File: src/design/supply_monitor_pkg.sv
// Constants, types and field layout of the supply monitor control logic.
// Assumes the CPU reset logic reports whether a reset came from this block.
//
// What this block does
// Bit 2 selects supply comparator (0) or external sense comparator (1).
// Action bit 1 set: hold internal reset while selected input is below.
// Action bit 0: pulse interrupt on each crossing, falling and rising.
// Bit 0 reads 1 while input below threshold; 0 when above or disabled.
// Bit 7 enables the monitor and starts the comparator.
// Other resets load 82H with default start option on, else 00H.
// Monitor-caused reset keeps enable, source and action bits.
// Monitor reset in reset mode sets reset cause flag bit 0.
// Single-bit and byte writes accepted; flag bit never written.
// Software waits settling times after enabling before trusting the flag.
// During settling the flag and interrupt may change freely.
// Software stops monitor by writing 00H or clearing the enable bit.
// Disabling in interrupt mode while below may raise an interrupt.
// Sixteen threshold levels; level code forwarded to the reference.
// Level register resets to 0EH except on a monitor-caused reset.
// Software sets the sense pin direction bit to input before use.
// Control bits 6 to 3 read zero and ignore writes.
// Comparator outputs are synchronised before any use.
package supply_monitor_pkg;

  localparam logic [19:0] CTRL_ADDR = 20'hfffa9;
  localparam logic [19:0] LEVEL_ADDR = 20'hfffaa;

  localparam int ENABLE_BIT = 7;
  localparam int SOURCE_BIT = 2;
  localparam int ACTION_BIT = 1;
  localparam int FLAG_BIT = 0;
  localparam int CAUSE_BIT = 0;

  localparam logic [7:0] CTRL_WRITE_MASK = 8'h86;
  localparam logic [7:0] CTRL_RESET_START = 8'h82;
  localparam logic [7:0] CTRL_RESET_OFF = 8'h00;
  localparam logic [3:0] LEVEL_RESET = 4'he;

  typedef struct packed {
    logic wr;
    logic bit_wr;
    logic [2:0] bit_idx;
    logic [19:0] addr;
    logic [7:0] wdata;
  } reg_req_t;

  typedef struct packed {
    logic below;
    logic rise_edge;
    logic fall_edge;
  } cmp_state_t;

endpackage : supply_monitor_pkg

File: src/design/cmp_sync.sv
// Two-stage synchroniser with edge detection for one comparator output.
// Assumes the comparator output is asynchronous to clk.
`timescale 1ns/1ps
module cmp_sync
  import supply_monitor_pkg::*;
(
  // Clock and reset
  input wire logic clk,
  input wire logic rst,
  // Asynchronous level
  input wire logic async_in,
  // Synchronised result
  output cmp_state_t state
);

  logic meta_q, meta_d;
  logic sync_q, sync_d;
  logic last_q, last_d;

  always_comb begin
    meta_d = async_in;
    sync_d = meta_q;
    last_d = sync_q;
  end

  // First stage feeds only the second stage
  always_ff @(posedge clk) begin
    if (rst) begin
      meta_q <= 1'b0;
      sync_q <= 1'b0;
      last_q <= 1'b0;
    end else begin
      meta_q <= meta_d;
      sync_q <= sync_d;
      last_q <= last_d;
    end
  end

  assign state = '{below: sync_q,
                   rise_edge: ~sync_q & last_q,
                   fall_edge: sync_q & ~last_q};
endmodule : cmp_sync

File: src/design/supply_monitor.sv
// Supply monitor control: source select, reset or interrupt action,
// control and level registers on the CPU internal bus.
// Assumes the CPU reset logic tells whether the last reset was ours.
`timescale 1ns/1ps
module supply_monitor
  import supply_monitor_pkg::*;
(
  // Clock and reset
  input wire logic clk,
  input wire logic rst,
  input wire logic rst_by_monitor,
  input wire logic default_start_off,
  // Internal bus
  input reg_req_t bus_req,
  output logic [7:0] bus_rdata,
  // Analog side
  input wire logic supply_below,
  input wire logic ext_sense_pin_below,
  output logic cmp_enable,
  output logic [3:0] threshold_level,
  // Reset and interrupt
  output logic monitor_reset,
  output logic monitor_irq,
  output logic monitor_reset_cause_flag
);

  // ----------------------------------------------------------------
  // Comparator synchronisers
  // ----------------------------------------------------------------
  cmp_state_t sup_s, ext_s, sel_s;

  cmp_sync u_sup (
    .clk(clk),
    .rst(rst),
    .async_in(supply_below),
    .state(sup_s)
  );

  cmp_sync u_ext (
    .clk(clk),
    .rst(rst),
    .async_in(ext_sense_pin_below),
    .state(ext_s)
  );

  // ----------------------------------------------------------------
  // Registers
  // ----------------------------------------------------------------
  logic [7:0] ctrl_q, ctrl_d;
  logic [3:0] level_q, level_d;
  logic cause_q, cause_d;
  logic was_on_q, was_on_d;
  logic flag;
  logic ctrl_hit, level_hit;
  logic [7:0] level_merged;

  // Changing source gives no crossing pulse; only edges seen by the
  // chosen comparator's own synchroniser are reported
  assign sel_s = ctrl_q[SOURCE_BIT] ? ext_s : sup_s;

  function automatic logic [7:0] merge_write(input logic [7:0] old,
                                             input reg_req_t req);
    logic [7:0] nv;
    nv = old;
    if (req.bit_wr)
      nv[req.bit_idx] = req.wdata[0];
    else
      nv = req.wdata;
    return nv;
  endfunction : merge_write

  // One decode serves both the write strobe and the read mux
  function automatic logic addr_is(input reg_req_t req,
                                   input logic [19:0] target);
    return req.addr == target;
  endfunction : addr_is

  assign ctrl_hit = bus_req.wr && addr_is(bus_req, CTRL_ADDR);
  assign level_hit = bus_req.wr && addr_is(bus_req, LEVEL_ADDR);
  // Only the low nibble is stored, so upper write bits fall away when level_d takes level_merged[3:0]
  assign level_merged = merge_write({4'h0, level_q}, bus_req);
  assign flag = ctrl_q[ENABLE_BIT] & sel_s.below;

  always_comb begin
    ctrl_d = ctrl_q;
    level_d = level_q;
    cause_d = cause_q;
    was_on_d = ctrl_q[ENABLE_BIT];
    // Flag and unused bits never reach storage; reads rebuild the flag
    // from the live comparator so it cannot go stale
    if (ctrl_hit)
      ctrl_d = merge_write(ctrl_q, bus_req) & CTRL_WRITE_MASK;
    if (level_hit)
      level_d = level_merged[3:0];
    if (monitor_reset)
      cause_d = 1'b1;
  end

  // Monitor reset keeps mode bits; others reload from the option
  always_ff @(posedge clk) begin
    if (rst && !rst_by_monitor) begin
      ctrl_q <= default_start_off ? CTRL_RESET_OFF : CTRL_RESET_START;
      level_q <= LEVEL_RESET;
      cause_q <= 1'b0;
      was_on_q <= 1'b0;
    end else if (rst) begin
      ctrl_q <= ctrl_q;
      level_q <= level_q;
      cause_q <= 1'b1;
      was_on_q <= 1'b0;
    end else begin
      ctrl_q <= ctrl_d;
      level_q <= level_d;
      cause_q <= cause_d;
      was_on_q <= was_on_d;
    end
  end

  // ----------------------------------------------------------------
  // Outputs
  // ----------------------------------------------------------------
  logic irq_q, irq_d;
  logic rst_q, rst_d;
  logic [7:0] rdata_q, rdata_d;

  always_comb begin
    // Falling enable in interrupt mode while below also reports
    irq_d = !ctrl_q[ACTION_BIT] &&
            ((ctrl_q[ENABLE_BIT] && (sel_s.fall_edge || sel_s.rise_edge)) ||
             (was_on_q && !ctrl_q[ENABLE_BIT] && sel_s.below));
    // A level, not a pulse: the reset logic holds reset while below
    // and lets go once the synchronised input is back at or above
    rst_d = ctrl_q[ENABLE_BIT] && ctrl_q[ACTION_BIT] && sel_s.below;
    rdata_d = 8'h00;
    if (addr_is(bus_req, CTRL_ADDR))
      rdata_d = (ctrl_q & CTRL_WRITE_MASK) | {7'h00, flag};
    else if (addr_is(bus_req, LEVEL_ADDR))
      rdata_d = {4'h0, level_q};
  end

  always_ff @(posedge clk) begin
    if (rst) begin
      irq_q <= 1'b0;
      rst_q <= 1'b0;
      rdata_q <= 8'h00;
    end else begin
      irq_q <= irq_d;
      rst_q <= rst_d;
      rdata_q <= rdata_d;
    end
  end

  assign monitor_irq = irq_q;
  assign monitor_reset = rst_q;
  assign bus_rdata = rdata_q;
  assign cmp_enable = ctrl_q[ENABLE_BIT];
  assign threshold_level = level_q;
  assign monitor_reset_cause_flag = cause_q;
endmodule : supply_monitor

File: config.mk
export PLATFORM = sky130hd
export DESIGN_NAME = supply_monitor
export DESIGN_NICKNAME = d
export VERILOG_FILES = /design/src/design/supply_monitor_pkg.sv /design/src/design/cmp_sync.sv /design/src/design/supply_monitor.sv
export SDC_FILE = /design/constraint.sdc
export NUM_CORES = 1
export LEC_CHECK = 0
export BUFFER_PORTS_ARGS = -buffer_cell sky130_fd_sc_hd__buf_2
export CAP_MARGIN = 20
export CORE_UTILIZATION = 30
export DETAILED_ROUTE_END_ITERATION = 10
export GPL_TIMING_DRIVEN = 0
export PLACE_DENSITY = 0.56
export SLEW_MARGIN = 20
export SYNTH_ARGS = -nofsm -noshare
export SYNTH_HDL_FRONTEND = slang
export SYNTH_SLANG_ARGS = --single-unit
File: constraint.sdc
create_clock -name clk -period 1.69 [get_ports clk]
set_input_delay 0.169 -clock clk [delete_from_list [all_inputs] [get_ports clk]]
set_output_delay 0.169 -clock clk [all_outputs]
set_load 0.05 [all_outputs]
Yosys cells after proc, flatten, opt, wreduce, memory -nomap -nowiden. Cells that the tools add are included.

$lt $le $gt $ge: 2. Equal/unequal tests: 3. Multiplexer cells: 15. Bitwise logic cells: 11. Reductions and logical operators: 20.

Operators with widths (number): 8-bit two-way mux (6); 20-bit == test, second input constant (2); 8-bit bitwise mux (2); 1-bit logical AND (10); 4-bit two-way mux (2); 8-bit by 1-bit OR with 8-bit output (1); 1-bit bitwise AND (5); 1-bit inverter (5); 3-bit by 4-bit less-than comparator with 1-bit output, second input constant (1); 2-bit AND reduction (2); 2-bit nonzero test (2); 1-bit demux with 3-bit select (1); 3-bit by 1-bit greater-or-equal comparator with 1-bit output, second input constant (1); 1-bit zero test (3); 1-bit two-way mux (3); 3-bit two-way mux (1); 1-bit logical OR (2); 2-bit by 1-bit inequality test with 1-bit output, second input constant (1); 2-bit OR reduction (1).

Flip-flop bits (word level): 30. Output and inout port bits: 16.

Logic depth before layout (Yosys ltp).
Word-level depth: 9. Gate-level depth with buffers: 4.

Modules after synthesis. Synthesis repeated with hierarchy kept, for this count alone.

Cell total of the unflattened synthesis: 113. Area, all modules: 1073.5 um2.

Modules (own cells, without submodules): supply_monitor (times used 1, cells an instance 95, area an instance 875.8 um2); cmp_sync (times used 2, cells an instance 9, area an instance 98.8 um2).

Worst setup path before layout. No wires, ideal clock.

Path type: input to register. From: input port bus_req[14] in the netlist's numbering. To: register ctrl_q[1] (enable). Setup time: 0.303 ns. Data arrival time: 1.032 ns. Setup slack: 0.355 ns. Cell stages on the path: 4. Path buffers: 0. Cells stage by stage: nand4bb_4 > nor4_4 > nand4_2 > o21ai_1.

Cells in the longest elaborated chain, start to end: 4.

Ends and longest elaborated chain: start, declared (line supply_monitor.sv:14) `input reg_req_t bus_req,`; 20-bit == test (line supply_monitor.sv:75) `return req.addr == target;`; 1-bit logical AND (line supply_monitor.sv:78) `assign ctrl_hit = bus_req.wr && addr_is(bus_req, CTRL_ADDR);`; 2-bit nonzero test (no source line); 2-bit AND reduction (no source line); end signal, assigned (line supply_monitor.sv:102) `ctrl_q <= default_start_off ? CTRL_RESET_OFF : CTRL_RESET_START;`; end signal, assigned (line supply_monitor.sv:107) `ctrl_q <= ctrl_q;`; end signal, assigned (line supply_monitor.sv:112) `ctrl_q <= ctrl_d;`; end, declared (line supply_monitor.sv:49) `logic [7:0] ctrl_q, ctrl_d;`.

No other way between the ends. A chain may end at the register's enable or synchronous reset.

Worst setup path in the final report.
From: input port bus_req[14] in the netlist's numbering. To: register ctrl_q[7] (enable).

The elaborated chain is that of the path after synthesis.

==> results.md <==
* Area growth from synthesis to layout at 33.7%
* Layout Skew at 9.28 ps
* Critical Path RT at 1720 ps
* Maximum VDD drop at 0.248 mV
* Yosys cell types at 36
* Die X at 61.1 um
* Achievable frequency at 800 MHz
* Routed length per instance at 11.5 um
* RSZ-0062 raised after global routing: false
* CTS Buf Count at 3
* Largest fanout on the critical path at 6
* PD cells at 768 mW/mm^2
* Register bit total from synthesis at 22
* Sw Pwr at 275 uW
* Largest net degree at the start of global routing at 14
* # rows at 21
* Max-Cap Viols at 0
* Port-buffer cells at 48
* Outcome: finished, final reports clean
* Worst Setup Path Type: in -> reg
* Final wirelength at 2380 um
* Internal power at 800 uW
* ANT nets after route at 0
* Starting DRC count in detailed routing at 15
* Via density at 4.71
* Setup TNS at 0 ps
* Gate power share at 16.0%
* Layout fillers at 346
* CTS hold repair buffers at 0
* GPL Wtd Cong at 0.849
* DRT Pass-1 Iters at 6
* EDFF count, synth at 3
* Area of the multi-input gates at 546 sq um
* DP Area at 0.00135 sq mm
* Core box area at 0.00334 sq mm
* Critical Path AT at 1280 ps
* Number of global-route vias before repair at 841
* Die area at 0.00373 sq mm
* Sw Ratio at 25.6%
* Total Power at 1070 uW
* CTS max path bufs at 2
* Root Driver: clkbuf_4
* Starting Density at 31.3%
* Worst Hold Class: in -> reg
* Syn avg cell area at 9.78 sq um
* Endpoint class of the critical path: flop
* Post-CTS Setup Bufs at 0
* Post-DP HPWL at 1940 um
* DR DRC count at 0
* Grt ovf at 0
* Flop-to-flop setup slack at 530 ps
* FF+latch area at 470 sq um
* Fin worst setup slack at 439 ps
* Final Hold Viols at 0
* I/O Pins at 55
* Post_cts resized at 0
* Flop pwr share at 51.8%
* Clk sink count at 22
* Critical Path Slowest Stage Cell: nor4_4
* Final nets at 201
* DR vias at 976
* CTS tree: done
* Pins over their slew limit at 0
* Hold_ws at 74.8 ps
* Tcrit/Tclk final at 74.0%
* Initial antenna violation count at 0
* Synth Instances at 107
* First-pass GRT wire length at 3610 um
* GRT Total Usage at 13.3%
* Critical Path Source Type: input pin
* Die extent in y at 61.1 um
* Synth warn at 0
* N_diodes at 0
* Tmin final at 1250 ps
* Final-report setup violation count at 0
* Synthesized area at 0.00105 sq mm
* Worst-path clk slew at 120 ps
* Worst skew pair latency at 320 ps
* Place WS at 128 ps
* Asr flop ratio synth at 0%
* Seq/Total Area, Yosys at 45.0%
* Max incr delay on CP at 410 ps
* Share of layout cells above drive strength 1 at 37.9%
* Post-route cell area at 0.00140 sq mm
* H-tree depth at 1
* Worst-path cell chain: buf_2 > nand4bb_4 > nor4_4 > nand4_2 > o21ai_1
* Lkg Pwr at 0.000642 uW
* Most used DFF post-synth: dfxtp_1
* Clock share of power at 32.2%
[placed cells by master, fill, tap and decap left out, types with 3 or more instances in the layout]
cell / count
and3_1: 4
nand2_1: 7
nand3b_1: 5
nor2b_1: 12
a21oi_1: 3
a221oi_1: 3
dfxtp_1: 19
clkbuf_4: 3
mux2i_1: 3
buf_2: 48
conb_1: 3
nor3_1: 5
nor2_1: 7
buf_4: 3
edfxtp_1: 3
[path summary, 6_finish.rpt]
path,start,to,cells past startpoint
max,bus_req[14],ctrl_q[7],5
min,supply_below,u_sup.meta_q,2
max reg2reg,ctrl_q[2],monitor_irq,3
min reg2reg,u_ext.meta_q,u_ext.last_d,1
[cell usage after synthesis, drive strengths merged, types with 3 or more instances]
master | count | share of area [%]
a21oi | 3 | 1.4
a221oi | 3 | 2.5
and3 | 4 | 2.4
buf | 3 | 2.2
dfxtp | 19 | 36
edfxtp | 3 | 8.6
mux2i | 3 | 2.9
nand2 | 7 | 2.5
nand3b | 5 | 3.6
nand4 | 4 | 3.6
nor2 | 7 | 2.5
nor2b | 12 | 7.2
nor3 | 5 | 2.4
o211ai | 3 | 2.6
o21ai | 3 | 1.4
[metal layers]
| metal | global-route usage [%] | share of wire, % | vias up |
|---|---|---|---|
| met5 | 0 | 0 | - |
| met4 | 7.14 | 2.1 | 0 |
| met3 | 1.89 | 3.6 | 5 |
| met2 | 21.7 | 46 | 27 |
| met1 | 17.1 | 48 | 449 |
| li1 | - | - | 495 |
[cell families (layout without fill, tap and decap cells)]
| logic type | after synthesis | in the layout | share of synthesized area (%) |
|---|---|---|---|
| XOR/XNOR | 2 | 2 | 1.67 |
| AO/OA/AOI/OAI | 19 | 19 | 13.2 |
| flip-flops | 22 | 22 | 45.0 |
| multiplexers | 4 | 4 | 3.95 |
| AND/OR/NAND/NOR | 52 | 52 | 32.3 |
| buffers and inverters | 7 | 59 | 3.59 |
| other | 1 | 3 | 0.359 |
[per-stage QoR]
| step | instances | util, % |
|---|---|---|
| 2_1_floorplan | 109 | - |
| 3_3_place_gp | 203 | 40.5 |
| 3_5_place_dp | 203 | 40.5 |
| 4_1_cts | 207 | 41.9 |
| 5_1_grt | 207 | 41.9 |
| 6_report | 207 | 41.9 |
[state kept, by name, indices dropped and copies added (netlist names)]
name	count
bus_rdata	5
ctrl_q	3
monitor_reset_cause_flag	1
u_ext.last_d	1
u_ext.meta_q	1
monitor_reset	1
was_on_q	1
u_sup.last_d	1
threshold_level	4
u_ext.last_q	1
monitor_irq	1
u_sup.last_q	1
u_sup.meta_q	1
[cell type report]
cell class | instances | share of cell area, %
Buffer | 5 | 2.15
Clock buffer | 4 | 3.40
Inverter | 2 | 0.537
Multi-Input combinational cell | 80 | 39.0
Sequential cell | 22 | 33.6
Tap cell | 46 | 4.11
Timing Repair Buffer | 48 | 17.2
[power groups by stage]
stage                     sequential [uW]  clock [uW]  combinational (uW)
after detailed placement              569           0                 171
final                                 556         346                 172
after CTS                             557         355                 172
after floorplan                       584           0                85.1
after global placement                568           0                 167
after global routing                  559         371                 187
[worst max-delay path: cells and delay by family]
kind | cells | cell delay, ps
and+or+nand+nor | 3 | 830
AOI/OAI and AO/OA | 1 | 200
buffers and inverters | 1 | 100
No activity file was read; power rests on OpenSTA's default activity.
